==> src/design/bitop_exec_map.vh <==
// constants for the branch and bit-operation execution unit
`ifndef BITOP_EXEC_MAP_VH
`define BITOP_EXEC_MAP_VH
// apb register byte offsets
`define REG_CTRL       8'h00
`define REG_INSTR      8'h04
`define REG_OPERAND    8'h08
`define REG_STATUS     8'h0C
`define REG_ACC        8'h10
`define REG_FLAGS      8'h14
`define REG_PC         8'h18
`define REG_RESULT     8'h1C
`define REG_CYCLES     8'h20
`define REG_BANK       8'h24
// instruction register fields
`define OP_LSB         16
`define OP_MSB         20
`define BIT_LSB        12
`define BIT_MSB        14
`define SYSREG_BIT     15
`define ADDR_MSB       13
// opcodes
`define OP_NOP         5'h00
`define OP_SWAP_NIB    5'h01
`define OP_ROTR_ACC    5'h02
`define OP_ROTR_MEM    5'h03
`define OP_ROTL_ACC    5'h04
`define OP_ROTL_MEM    5'h05
`define OP_ZERO_MEM    5'h06
`define OP_BIT_ZERO    5'h07
`define OP_BIT_ONE     5'h08
`define OP_BANK0_ZERO  5'h09
`define OP_BANK0_ONE   5'h0A
`define OP_CMPI        5'h0B
`define OP_CMPM        5'h0C
`define OP_INC_ACC     5'h0D
`define OP_INC_MEM     5'h0E
`define OP_DEC_ACC     5'h0F
`define OP_DEC_MEM     5'h10
`define OP_SKIP_LOW    5'h11
`define OP_SKIP_HIGH   5'h12
`define OP_BANK0_LOW   5'h13
`define OP_BANK0_HIGH  5'h14
`define OP_JUMP        5'h15
`define OP_CALL        5'h16
`define OP_RETURN      5'h17
`define OP_IRET        5'h18
`define OP_PUSH        5'h19
`define OP_POP         5'h1A
// flag register bit positions
`define FLAG_Z         0
`define FLAG_C         1
`define FLAG_GIE       2
`define FLAG_PWRDN     6
`define FLAG_WDTO      7
`define SAVE_MASK      8'h3F
`define RESET_FLAGS    8'hC0
// timing in cycles
`define CYC_BASE       3'h1
`define CYC_BRANCH     3'h2
`define STACK_DEPTH    8
`endif

==> src/design/branch_bitop_exec.v <==
// execution unit for bit, skip and branch instructions with an apb register face
//
// Added by the designer: the register addresses and register access over APB.
`timescale 1ns/10ps
`include "bitop_exec_map.vh"
// Functional notes
// - swap operand nibbles, write back to memory
// - bank zero bit clear/set ignores bank
// - compare sets zero/carry, skips on equal
// - increment, to acc or memory, skip zero
// - decrement, to acc or memory, skip zero
// - bit test skips on clear or set
// - bank zero bit tests ignore bank select
// - jump: address field plus page bits, two cycles
// - call pushes full counter, then jumps
// - interrupt return also re-enables interrupts
// - push saves acc and flags, not status
// - pop restores acc and flags, keeps status
// - ram operand write, except clear, costs one extra cycle
// - true skip costs one extra cycle
module branch_bitop_exec (
  // apb slave
  input  wire        pclk,
  input  wire        presetn,
  input  wire        clk_en,
  input  wire        psel,
  input  wire        penable,
  input  wire        pwrite,
  input  wire [7:0]  paddr,
  input  wire [31:0] pwdata,
  output reg  [31:0] prdata,
  output reg         pready,
  output reg         pslverr,
  // core status
  output reg  [15:0] pc_q,
  output reg         busy_q
);
  localparam ST_IDLE = 3'b001;
  localparam ST_EXEC = 3'b010;
  localparam ST_WAIT = 3'b100;

  // register map seen by software, one aligned word each:
  //   0x00 control: write bit 0 to start, read bit 0 as busy
  //   0x04 instruction word: opcode, bit select, system register flag, address or immediate
  //   0x08 operand: the memory image that in-place forms write back
  //   0x0C status: bit 0 last skip, bit 1 done, bits 5:2 stack depth
  //   0x10 accumulator
  //   0x14 flags: zero, carry, interrupt enable, two status bits on top
  //   0x18 program counter in bits 15:0, page select in bits 17:16
  //   0x1C last result from the data path
  //   0x20 cycles taken by the last instruction
  //   0x24 bank select, reported only
  // anything else answers with an error and reads as zero

  // instruction word layout:
  //   bits 20:16 opcode
  //   bit  15    operand is a system register, so no ram write penalty
  //   bits 14:12 bit select for bit set, clear and test forms
  //   bits 13:0  branch target, bits 7:0 immediate for compare
  // fields overlap on purpose; each opcode reads only what it needs

  reg [2:0]  state_q;
  reg [20:0] instr_q;
  reg [7:0]  operand_q;
  reg [7:0]  acc_q;
  reg [7:0]  flags_q;
  reg [1:0]  page_q;
  reg [1:0]  bank_q;
  reg [7:0]  result_q;
  reg [2:0]  cyc_q;
  reg [2:0]  left_q;
  reg        skip_q;
  reg        done_q;
  reg [7:0]  save_acc_q;
  reg [7:0]  save_flags_q;
  // eight-entry return stack; the depth counts to eight but there is no
  // overflow or underflow guard, so a ninth call overwrites entry zero
  // and software is expected to keep calls balanced
  reg [3:0]  sp_q;
  reg [15:0] stack_q [0:`STACK_DEPTH-1];
  integer    i;

  wire [4:0] op      = instr_q[`OP_MSB:`OP_LSB];
  wire       sysreg  = instr_q[`SYSREG_BIT];
  wire [7:0] alu_res;
  wire       to_acc;
  wire       to_mem;
  wire       new_c;
  wire       upd_z;
  wire       upd_c;
  wire       skip;
  wire       zero;

  // address decode shared by read and write paths
  function [3:0] reg_index;
    input [7:0] a;
    begin
      reg_index = a[5:2];
      if (a[1:0] != 2'b00 || a > `REG_BANK)
        reg_index = 4'hF;
    end
  endfunction

  // the fixed-cost branch group
  function is_branch;
    input [4:0] o;
    begin
      is_branch = (o == `OP_JUMP) || (o == `OP_CALL) ||
                  (o == `OP_RETURN) || (o == `OP_IRET);
    end
  endfunction

  // ram write penalty: clear is a one-cycle op whatever its target
  function has_penalty;
    input [4:0] o;
    input       mem_wr;
    input       ram;
    begin
      has_penalty = mem_wr & ram & (o != `OP_ZERO_MEM);
    end
  endfunction

  // cycle cost: base, memory-write penalty, taken skip
  // the total never exceeds three, so a 3-bit count is enough
  function [2:0] cost;
    input [4:0] o;
    input       mem_wr;
    input       ram;
    input       skp;
    begin
      if (is_branch(o))
        cost = `CYC_BRANCH;
      else
        cost = `CYC_BASE + {2'b00, has_penalty(o, mem_wr, ram)} + {2'b00, skp};
    end
  endfunction

  bitop_alu u_alu (
    .op        (op),
    .bit_sel   (instr_q[`BIT_MSB:`BIT_LSB]),
    .imm       (instr_q[7:0]),
    .acc       (acc_q),
    .mem       (operand_q),
    .carry     (flags_q[`FLAG_C]),
    .result    (alu_res),
    .to_acc    (to_acc),
    .to_mem    (to_mem),
    .new_carry (new_c),
    .upd_z     (upd_z),
    .upd_c     (upd_c),
    .skip      (skip),
    .zero      (zero)
  );

  // cost of the instruction in execute, worked out once
  wire [2:0] cost_now = cost(op, to_mem, ~sysreg, skip);

  // bus strobes for the first access edge; the ~pready term keeps the
  // second access edge from applying a write or read a second time
  wire apb_wr = psel & penable & pwrite & ~pready;
  wire apb_rd = psel & penable & ~pwrite & ~pready;
  wire [3:0] idx = reg_index(paddr);

  // apb: one wait state, answer in the second access cycle
  always @(posedge pclk or negedge presetn) begin
    if (!presetn) begin
      pready  <= 1'b0;
      pslverr <= 1'b0;
      prdata  <= 32'h0000_0000;
    end else if (clk_en) begin
      pready  <= psel & penable & ~pready;
      pslverr <= psel & penable & ~pready & (idx == 4'hF);
      if (apb_rd) begin
        case (idx)
          4'h0: prdata <= {31'h0, busy_q};
          4'h1: prdata <= {11'h0, instr_q};
          4'h2: prdata <= {24'h0, operand_q};
          4'h3: prdata <= {24'h0, 2'h0, sp_q, done_q, skip_q};
          4'h4: prdata <= {24'h0, acc_q};
          4'h5: prdata <= {24'h0, flags_q};
          4'h6: prdata <= {14'h0, page_q, pc_q};
          4'h7: prdata <= {24'h0, result_q};
          4'h8: prdata <= {29'h0, cyc_q};
          4'h9: prdata <= {30'h0, bank_q};
          default: prdata <= 32'h0000_0000;
        endcase
      end
    end
  end

  // instruction sequencer and architectural state
  // idle accepts register writes and the start bit, execute applies the
  // data path result in one cycle, wait burns the remaining cycles so
  // busy stays high for exactly the instruction's cost; the counter is
  // loaded with cost minus one, so a one-cycle op never enters wait
  always @(posedge pclk or negedge presetn) begin
    if (!presetn) begin
      state_q      <= ST_IDLE;
      instr_q      <= 21'h0;
      operand_q    <= 8'h00;
      acc_q        <= 8'h00;
      // both status bits start set; push and pop never touch them
      flags_q      <= `RESET_FLAGS;
      page_q       <= 2'b00;
      bank_q       <= 2'b00;
      result_q     <= 8'h00;
      cyc_q        <= 3'h0;
      left_q       <= 3'h0;
      skip_q       <= 1'b0;
      done_q       <= 1'b0;
      save_acc_q   <= 8'h00;
      save_flags_q <= 8'h00;
      sp_q         <= 4'h0;
      pc_q         <= 16'h0000;
      busy_q       <= 1'b0;
      for (i = 0; i < `STACK_DEPTH; i = i + 1)
        stack_q[i] <= 16'h0000;
    end else if (clk_en) begin
      case (state_q)
        ST_IDLE: begin
          // software may load state only while idle
          if (apb_wr) begin
            case (idx)
              4'h0: if (pwdata[0]) begin
                state_q <= ST_EXEC;
                busy_q  <= 1'b1;
                done_q  <= 1'b0;
              end
              4'h1: instr_q   <= pwdata[20:0];
              4'h2: operand_q <= pwdata[7:0];
              4'h4: acc_q     <= pwdata[7:0];
              4'h5: flags_q   <= pwdata[7:0];
              4'h6: begin
                pc_q   <= pwdata[15:0];
                page_q <= pwdata[17:16];
              end
              4'h9: bank_q    <= pwdata[1:0];
              default: done_q <= done_q;
            endcase
          end
        end
        ST_EXEC: begin
          // the memory image is the operand register; bank select only
          // reports where the access lands, the system owns the ram itself
          result_q <= alu_res;
          skip_q   <= skip;
          if (to_acc)
            acc_q <= alu_res;
          if (to_mem)
            operand_q <= alu_res;
          if (upd_z)
            flags_q[`FLAG_Z] <= zero;
          if (upd_c)
            flags_q[`FLAG_C] <= new_c;
          // fall-through advance; the branch cases below override it
          pc_q <= pc_q + (skip ? 16'h0002 : 16'h0001);
          case (op)
            `OP_JUMP: pc_q <= {page_q, instr_q[`ADDR_MSB:0]};
            `OP_CALL: begin
              stack_q[sp_q[2:0]] <= pc_q + 16'h0001;
              sp_q <= sp_q + 4'h1;
              pc_q <= {page_q, instr_q[`ADDR_MSB:0]};
            end
            `OP_RETURN, `OP_IRET: begin
              pc_q <= stack_q[sp_q[2:0] - 3'h1];
              sp_q <= sp_q - 4'h1;
              if (op == `OP_IRET)
                flags_q[`FLAG_GIE] <= 1'b1;
            end
            `OP_PUSH: begin
              save_acc_q   <= acc_q;
              save_flags_q <= flags_q & `SAVE_MASK;
            end
            `OP_POP: begin
              acc_q   <= save_acc_q;
              flags_q <= (flags_q & ~`SAVE_MASK) | (save_flags_q & `SAVE_MASK);
            end
            default: done_q <= 1'b0;
          endcase
          cyc_q  <= cost_now;
          left_q <= cost_now - 3'h1;
          if (cost_now == 3'h1) begin
            state_q <= ST_IDLE;
            busy_q  <= 1'b0;
            done_q  <= 1'b1;
          end else begin
            state_q <= ST_WAIT;
          end
        end
        ST_WAIT: begin
          // extra cycles for branches, ram writes and taken skips
          left_q <= left_q - 3'h1;
          if (left_q == 3'h1) begin
            state_q <= ST_IDLE;
            busy_q  <= 1'b0;
            done_q  <= 1'b1;
          end
        end
        default: state_q <= ST_IDLE;
      endcase
    end
  end
endmodule

==> src/design/bitop_alu.v <==
// combinational data path for one instruction
`timescale 1ns/10ps
`include "bitop_exec_map.vh"
module bitop_alu (
  // instruction
  input  wire [4:0]  op,
  input  wire [2:0]  bit_sel,
  input  wire [7:0]  imm,
  // state
  input  wire [7:0]  acc,
  input  wire [7:0]  mem,
  input  wire        carry,
  // results
  output reg  [7:0]  result,
  output reg         to_acc,
  output reg         to_mem,
  output reg         new_carry,
  output reg         upd_z,
  output reg         upd_c,
  output reg         skip,
  output reg         zero
);
  reg [8:0] diff;

  // one case per opcode; flags only where the op defines them
  always @* begin
    diff      = {1'b0, acc} - {1'b0, (op == `OP_CMPI) ? imm : mem};
    result    = mem;
    to_acc    = 1'b0;
    to_mem    = 1'b0;
    new_carry = carry;
    upd_z     = 1'b0;
    upd_c     = 1'b0;
    skip      = 1'b0;
    case (op)
      `OP_SWAP_NIB: begin
        result = {mem[3:0], mem[7:4]};
        to_mem = 1'b1;
      end
      `OP_ROTR_ACC, `OP_ROTR_MEM: begin
        result    = {carry, mem[7:1]};
        new_carry = mem[0];
        upd_c     = 1'b1;
        to_acc    = (op == `OP_ROTR_ACC);
        to_mem    = (op == `OP_ROTR_MEM);
      end
      `OP_ROTL_ACC, `OP_ROTL_MEM: begin
        result    = {mem[6:0], carry};
        new_carry = mem[7];
        upd_c     = 1'b1;
        to_acc    = (op == `OP_ROTL_ACC);
        to_mem    = (op == `OP_ROTL_MEM);
      end
      `OP_ZERO_MEM: begin
        result = 8'h00;
        to_mem = 1'b1;
      end
      `OP_BIT_ZERO, `OP_BANK0_ZERO: begin
        result = mem & ~(8'h01 << bit_sel);
        to_mem = 1'b1;
      end
      `OP_BIT_ONE, `OP_BANK0_ONE: begin
        result = mem | (8'h01 << bit_sel);
        to_mem = 1'b1;
      end
      `OP_CMPI, `OP_CMPM: begin
        result    = diff[7:0];
        new_carry = ~diff[8]; // carry set means no borrow
        upd_z     = 1'b1;
        upd_c     = 1'b1;
        skip      = (diff[7:0] == 8'h00);
      end
      `OP_INC_ACC, `OP_INC_MEM: begin
        result = mem + 8'h01;
        to_acc = (op == `OP_INC_ACC);
        to_mem = (op == `OP_INC_MEM);
        skip   = (mem == 8'hFF);
      end
      `OP_DEC_ACC, `OP_DEC_MEM: begin
        result = mem - 8'h01;
        to_acc = (op == `OP_DEC_ACC);
        to_mem = (op == `OP_DEC_MEM);
        skip   = (mem == 8'h01);
      end
      `OP_SKIP_LOW, `OP_BANK0_LOW: skip = ~mem[bit_sel];
      `OP_SKIP_HIGH, `OP_BANK0_HIGH: skip = mem[bit_sel];
      default: result = mem;
    endcase
    zero = (result == 8'h00);
  end
endmodule

==> config.mk <==
export PLATFORM = sky130hd
export DESIGN_NAME = branch_bitop_exec
export DESIGN_NICKNAME = d
export VERILOG_FILES = /design/src/design/branch_bitop_exec.v /design/src/design/bitop_alu.v
export VERILOG_INCLUDE_DIRS = /design/src /design/src/design
export SDC_FILE = /design/constraint.sdc
export NUM_CORES = 1
export LEC_CHECK = 0
export BUFFER_PORTS_ARGS = -buffer_cell sky130_fd_sc_hd__buf_2
export CAP_MARGIN = 20
export CORE_MARGIN = 2
export CORE_UTILIZATION = 55
export DETAILED_ROUTE_END_ITERATION = 7
export PLACE_DENSITY = 0.74
export SLEW_MARGIN = 20
export SYNTH_ARGS = -nofsm -noshare
export SYNTH_HDL_FRONTEND = slang
export SYNTH_SLANG_ARGS = --single-unit
==> constraint.sdc <==
create_clock -name pclk -period 5.97 [get_ports pclk]
set_input_delay 0.8955 -clock pclk [delete_from_list [all_inputs] [get_ports pclk]]
set_output_delay 0.8955 -clock pclk [all_outputs]
set_load 0.05 [all_outputs]
==> results of run 1 <==
==> area by class of cell <==
type	instances	area [µm²]	share of cell area, %
Multi-Input combinational cell	1091	7340	46.8
Sequential cell	253	6340	40.4
Clock buffer	42	812	5.18
Timing Repair Buffer	98	597	3.81
Tap cell	330	413	2.64
Inverter	27	101	0.647
Clock inverter	8	72.6	0.463
==> cell usage in the layout, fill, tap and decap left out, types with 22 or more instances in the layout <==
cell       instances
dfrtp_1          249
nand2_1          237
o21ai_0          198
nor2_1            96
a21oi_1           77
buf_2             73
mux2_2            55
mux4_2            42
clkbuf_16         27
inv_1             26
xnor2_1           24
nand3_1           22
a22oi_1           22
==> flip-flops by register name, indices dropped and copies added (netlist names), 3 cells and up <==
signal and cells:
instr_q 21, operand_q 8, save_flags_q 6, result_q 8
state_q 3, sp_q 4, prdata 21, stack_q 128
pc_q 16, save_acc_q 8, acc_q 8, flags_q 8
left_q 3
==> path summary, 6_finish.rpt <==
path / endpoint / from / cells past startpoint / slack (ps)
min in group pclk: prdata[18] / prdata[18] / 2 / 470
worst min register to register: prdata[18] / prdata[18] / 2 / 470
max in group asynchronous: stack_q[71] / presetn / 2 / 4340
worst max-delay path: pc_q[12] / instr_q[20] / 23 / 400
worst max register to register: pc_q[12] / instr_q[20] / 23 / 400
worst min-delay path: save_flags_q[1] / presetn / 1 / 390
==> metrics by stage <==
stage | hold slack, ps | setup WS, ps | cell area (µm²) | std cells
final | 389 | 398 | 15700 | 1849
after global routing | 463 | 91.4 | 15700 | 1849
after CTS | 432 | 416 | 15600 | 1847
after detailed placement | 455 | 450 | 14700 | 1797
after global placement | 455 | 539 | 14700 | 1797
after floorplan | 436 | 763 | 14300 | 1495
==> power groups by stage <==
stage,Sequential [mW],Combinational [mW],Clock [mW]
after floorplan,2.26,1.27,0
after global placement,2.24,1.85,0
after detailed placement,2.25,1.88,0
after CTS,2.22,1.90,1.70
after global routing,2.26,2.09,1.77
final,2.23,1.93,1.68
==> logic make-up (layout without fill, tap and decap cells) <==
group / Yosys count / count (layout)
DFF: 253 / 253
buffers and inverters: 151 / 175
other: 1 / 11
adders and majority gates: 25 / 25
and+or+nand+nor: 473 / 473
AOI/OAI and AO/OA: 422 / 422
muxes: 117 / 117
xor gates and xnor gates: 43 / 43
==> metal layers <==
layer	GRT usage, %	up-vias
met1	40.6	5789
met3	3.45	118
met2	46.7	470
met5	0	-
li1	-	5311
met4	13.2	0
==> summary.txt, run 1 <==
Logic synthesis
  • Post-Synth Simple-Gate Area: 15.3%
  • Leading cell type by number of instances after synthesis: dfrtp_1
  • Synth Area in Compound Gates: 17.9%
  • Async SR Flop Fraction: between 90% and 100%
  • Post-synth top flop: dfrtp_1
  • Synth Instances: 1485
  • Yosys reg bits: roughly 250
  • EDFF count, synth: 0
  • Yosys warning total: 0
  • Unique masters post-synth: 85
  • Top cells by area, synth: dfrtp_1, o21ai_0, mux4_2
  • Post-synthesis xor/xnor area fraction: between 2 and 3%
  • Multiplexer area fraction after synthesis: between 10% and 20%
  • Area leader, netlist: dfrtp_1
  • Cell Area, Synth: about 0.014 mm²
  • Post-synth top area share: 43.8%
  • Post-synth top cells: dfrtp_1, nand2_1, o21ai_0
  • Seq/Total Area, Yosys: 44.3%
  • Adder-Cell Fraction of Synth Area: ~2.3%
  • Combinational family with the most area after synthesis: compound AO/OA/AOI/OAI gates
  • Mapped Avg Cell Area: between 9 and 10 µm²

GRT
  • Vias in the first global route: about 11000
  • Gr usage total: 29.3%
  • Initial antenna violation count: 0
  • Largest net degree at the start of global routing: between 150 and 200
  • GRT Residual Overflow: 0
  • Global-route wire length before repair: 62200 µm

Worst setup path
  • CP Max Fanout: 10
  • Worst Path Buf+Inv: 3
  • Slowest CP cell: a21oi_1
  • Crit path max-delay family: compound AO/OA/AOI/OAI gates
  • CP required: 6350 ps
  • CP cell instances: nor2b_1, buf_4, and3_1, nand2_1, o21ai_0, ha_1, inv_1, fa_1, and3_1, o31a_1, o311a_1, nor2_1, nor3_1, a21oi_1, ha_1, inv_1, fa_1, nor3_1, xor2_1, a221oi_1, nand2_1, o21ai_0, o21ai_0
  • Critical path class: register to register
  • CP arrival: slightly below 6000 ps
  • Cell mode on critical path: o21ai_0
  • CP Capture Type: register
  • CP peak stage delay: approximately 610 ps
  • Setup crit start kind: register

Route
  • Initial DRC Count: 1215
  • Routed length on met1: ~16000 µm
  • Routed Antenna Nets: 0
  • Drt first pass iters: 5
  • Top layer in use: met4
  • DRT Wirelength: 39300 µm
  • Drt drc: 0
  • WL met3: between 2000 and 2500 µm
  • Avg WL per Cell: 21.3 µm
  • Vias post-DR: between 10000 and 15000
  • Via density: 6.32
  • Met2 wire len: 18500 µm

Placement
  • Gp weighted congestion: 0.980
  • # port buffers: 74
  • Dpl hpwl: between 20000 and 30000 µm

Pwr
  • Proportion of power drawn by combinational gates: 33.0%
  • PD cells: ~370 mW/mm²
  • Sw Share: between 30% and 40%
  • Internal power: 3.56 mW
  • Peak supply drop: 0.000290 V
  • Sw Pwr: 2.27 mW
  • Tot Pwr: 5.83 mW
  • Leakage power: 6.81 nW
  • Clock network power share: about 29%
  • Reg power frac: 38.2%

Die
  • Die Width: 165 µm
  • Die ar.: 0.0273 mm²
  • # rows: 58
  • Core area: 0.0253 mm²
  • Die H: 165 µm
  • Initial Util: a little under three fifths
  • # IOs: 97

Clock tree
  • # Post-CTS Setup Buffers: 0
  • H-tree depth: 1
  • CTS Buf Count: 27
  • Clk sinks: 253
  • Clock root buffer: clkbuf_16
  • Post-CTS sizing: 0
  • CTS tree: done
  • Clk Latency, worst-skew pair: 550 ps
  • Max Buffers Root-to-Sink: 3
  • CTS Hold Buffers Added: 0
  • Clk slew on worst S/H paths: 60 ps

Timing
  • Fin crit share: between 90 and 100%
  • Setup tns final: 0 ps
  • Worst Tran Pin Value: 1120 ps
  • Unrepaired setup endpoints after global routing: no
  • Crit path time final: around 5600 ps
  • Peak Freq: 179 MHz
  • Endpoints failing setup: 0
  • Max Clock Skew: approximately 18 ps
  • Rel. slew slack: 25.3%
  • Final Hold Violating Endpoints: 0
  • Slew Viols, Final: 0

Hold path
  • Hold Crit Class: input port to asynchronous set/reset pin

Cells and area
  • Fillers: 2107
  • Number of diodes: 0
  • Final core utilization: 61.9%
  • Layout cells sized above 1: 18.0%
  • Area growth syn-to-layout: 9.67%
  • # nets final: 1569

Outcome
  • Status: complete, no violations

Flow run
  • Maxcap violations: 0
Power figures use the tool's default switching activity.
==> run 2: changes to the inputs <==
==> constraint.sdc (replaced) <==
create_clock -name pclk -period 6.15 [get_ports pclk]
set_input_delay 0.9225 -clock pclk [delete_from_list [all_inputs] [get_ports pclk]]
set_output_delay 0.9225 -clock pclk [all_outputs]
set_load 0.05 [all_outputs]
==> run 2 against run 1 <==
  * Register-to-register slack gained 160 ps
  * Non-clock buffer count rose by 4
  * Clock skew down 5.6 ps
  * Final area increased by 0.36%
  * Maximum frequency shrank 0.39%
  * First-iteration DRC count decreased by 4.6%
  * Setup slack improved by 160 ps
  * Sequential cell count is the same
  * Global-route usage rose by 0.68 points
==> summary.txt, run 2 (synthesis gave the netlist of run 1 again) <==
Outcome
  • Status: complete, no violations

Clock tree
  • H-tree depth: 1
  • CTS Buf Count: 28
  • Max Buffers Root-to-Sink: 3
  • CTS tree: done
  • Clk Latency, worst-skew pair: 550 ps
  • Clock root buffer: clkbuf_16
  • # Post-CTS Setup Buffers: 0
  • Clk sinks: ~250
  • CTS Hold Buffers Added: 0
  • Post-CTS sizing: 0
  • Clk slew on worst S/H paths: 60 ps

Cells and area
  • Most frequent cells in the layout: dfrtp_1, nand2_1, o21ai_0
  • Layout cells sized above 1: 18.2%
  • Commonest non-fill, non-tap cell in the layout: dfrtp_1
  • Number of diodes: 0
  • Final instance area: 0.0157 mm²
  • Final core utilization: 62.1%
  • Area growth syn-to-layout: 10.1%
  • # nets final: 1574
  • Biggest registers after layout: stack_q x128, instr_q x21, prdata x21
  • Top reg by flops: stack_q
  • Max reg flops: 128

Worst setup path
  • Setup crit start kind: register
  • Reg2reg end: pc_q[14]
  • CP Capture Type: register
  • Critical path class: register to register
  • Crit Reg-Reg Startpoint: instr_q[18]
  • CP arrival: 6060 ps
  • CP required: ~6600 ps
  • Setup slack, reg-to-reg: 560 ps
  • CP Max Fanout: 10
  • Reg2Reg Depth: 22

Route
  • DRT Wirelength: 39900 µm
  • Drt drc: 0
  • Top layer in use: met4
  • WL met3: between 2000 and 3000 µm
  • Via density: 6.30
  • Met2 wire len: between 15000 and 20000 µm
  • Drt first pass iters: 5
  • Routed Antenna Nets: 0
  • Vias post-DR: 11700
  • Avg WL per Cell: 21.6 µm
  • Initial DRC Count: 1159
  • Routed length on met1: 16200 µm

Timing
  • Setup tns final: 0 ps
  • Unrepaired setup endpoints after global routing: no
  • Max Clock Skew: 12.5 ps
  • Worst Tran Pin Value: 1050 ps
  • Slew Viols, Final: 0
  • Final Hold Violating Endpoints: 0
  • Rel. slew slack: 29.6%
  • Crit path time final: 5590 ps
  • Peak Freq: between 150 and 200 MHz
  • Fin crit share: 91.0%
  • Endpoints failing setup: 0

Placement
  • Placed inst area: between 0.01 and 0.015 mm²
  • Dpl hpwl: about 27000 µm
  • Gp weighted congestion: 0.948
  • # port buffers: 74

Pwr
  • Sw Pwr: 2.19 mW
  • Peak supply drop: 0.000260 V
  • Reg power frac: between 30% and 40%
  • Proportion of power drawn by combinational gates: 32.7%
  • Leakage power: around 6.8 nW
  • Sw Share: a little under two fifths
  • Clock network power share: between 20 and 30%
  • Internal power: 3.56 mW
  • PD cells: 365 mW/mm²
  • Tot Pwr: 5.75 mW

Die
  • Core area: 0.0253 mm²
  • # rows: 58
  • Die H: 165 µm
  • Die ar.: 0.0273 mm²
  • # IOs: 97
  • Initial Util: between 50% and 60%
  • Die Width: 165 µm

GRT
  • Gr usage total: roughly 30%
  • Largest net degree at the start of global routing: 129
  • Initial antenna violation count: 0
  • Vias in the first global route: 11300
  • GRT Residual Overflow: 0
  • Global-route wire length before repair: about 63000 µm

Hold path
  • Hold Crit Class: register to register
  • Hold_sp: prdata[20]
  • Hold Crit Depth: 2
  • Worst hold path endpoint: prdata[20]

Flow run
  • Maxcap violations: 0
## run 2: how the worst max path moves through the flow
stage | startpoint | end | cells after the start | slack [ps]
after floorplan | instr_q[16] | pc_q[12] | 26 | 940
after global placement | instr_q[18] | pc_q[14] | 22 | 720
after detailed placement | instr_q[18] | pc_q[14] | 22 | 670
after CTS | instr_q[18] | pc_q[14] | 22 | 620
after global routing | instr_q[20] | pc_q[14] | 22 | 200
final | instr_q[18] | pc_q[14] | 22 | 560
## run 2: area by class of cell
class	instances	area, µm²
fillers	2106	9600
multi-input cells	1091	7340
flip-flops and latches	253	6340
clock buffers	41	821
repair buffers	102	598
well taps	330	413
clock inverters	8	119
inverters	27	101
## run 2: power groups by stage
stage                     clock, mW  sequential [mW]  combinational [mW]
final                          1.72             2.15                1.88
after CTS                      1.74             2.14                1.86
after detailed placement          0             2.17                1.85
after global placement            0             2.16                1.82
after floorplan                   0             2.19                1.23
after global routing           1.80             2.17                2.05
## run 2: through the flow
| step | hold slack, ps | setup WS, ps | std cells |
|---|---|---|---|
| floorplan | 436 | 943 | 1495 |
| global placement | 450 | 718 | 1802 |
| detailed placement | 455 | 666 | 1802 |
| CTS | 473 | 616 | 1851 |
| global route | 501 | 195 | 1852 |
| finish | 472 | 556 | 1852 |
## run 2: metal layers
layer	GRT usage, %	up-vias
met5	0	-
met4	14.6	0
met3	3.57	130
met2	49.1	484
met1	39.9	5723
li1	-	5328
## run 2: critical path: stages, from the launching register on
cell and delay, ps:
dfrtp_1 370, nor2b_1 110, buf_4 180, and3_1 520, nand2_1 90, o21ai_0 100, ha_1 200, inv_1 60
fa_1 400, and3_1 190, o31a_1 270, o311a_1 330, nor2_1 150, nor3_1 70, a21oi_1 610, ha_1 330
inv_1 70, fa_1 510, nor4_1 470, xnor2_1 110, o211ai_1 160, o21ai_0 100, o21ai_0 140
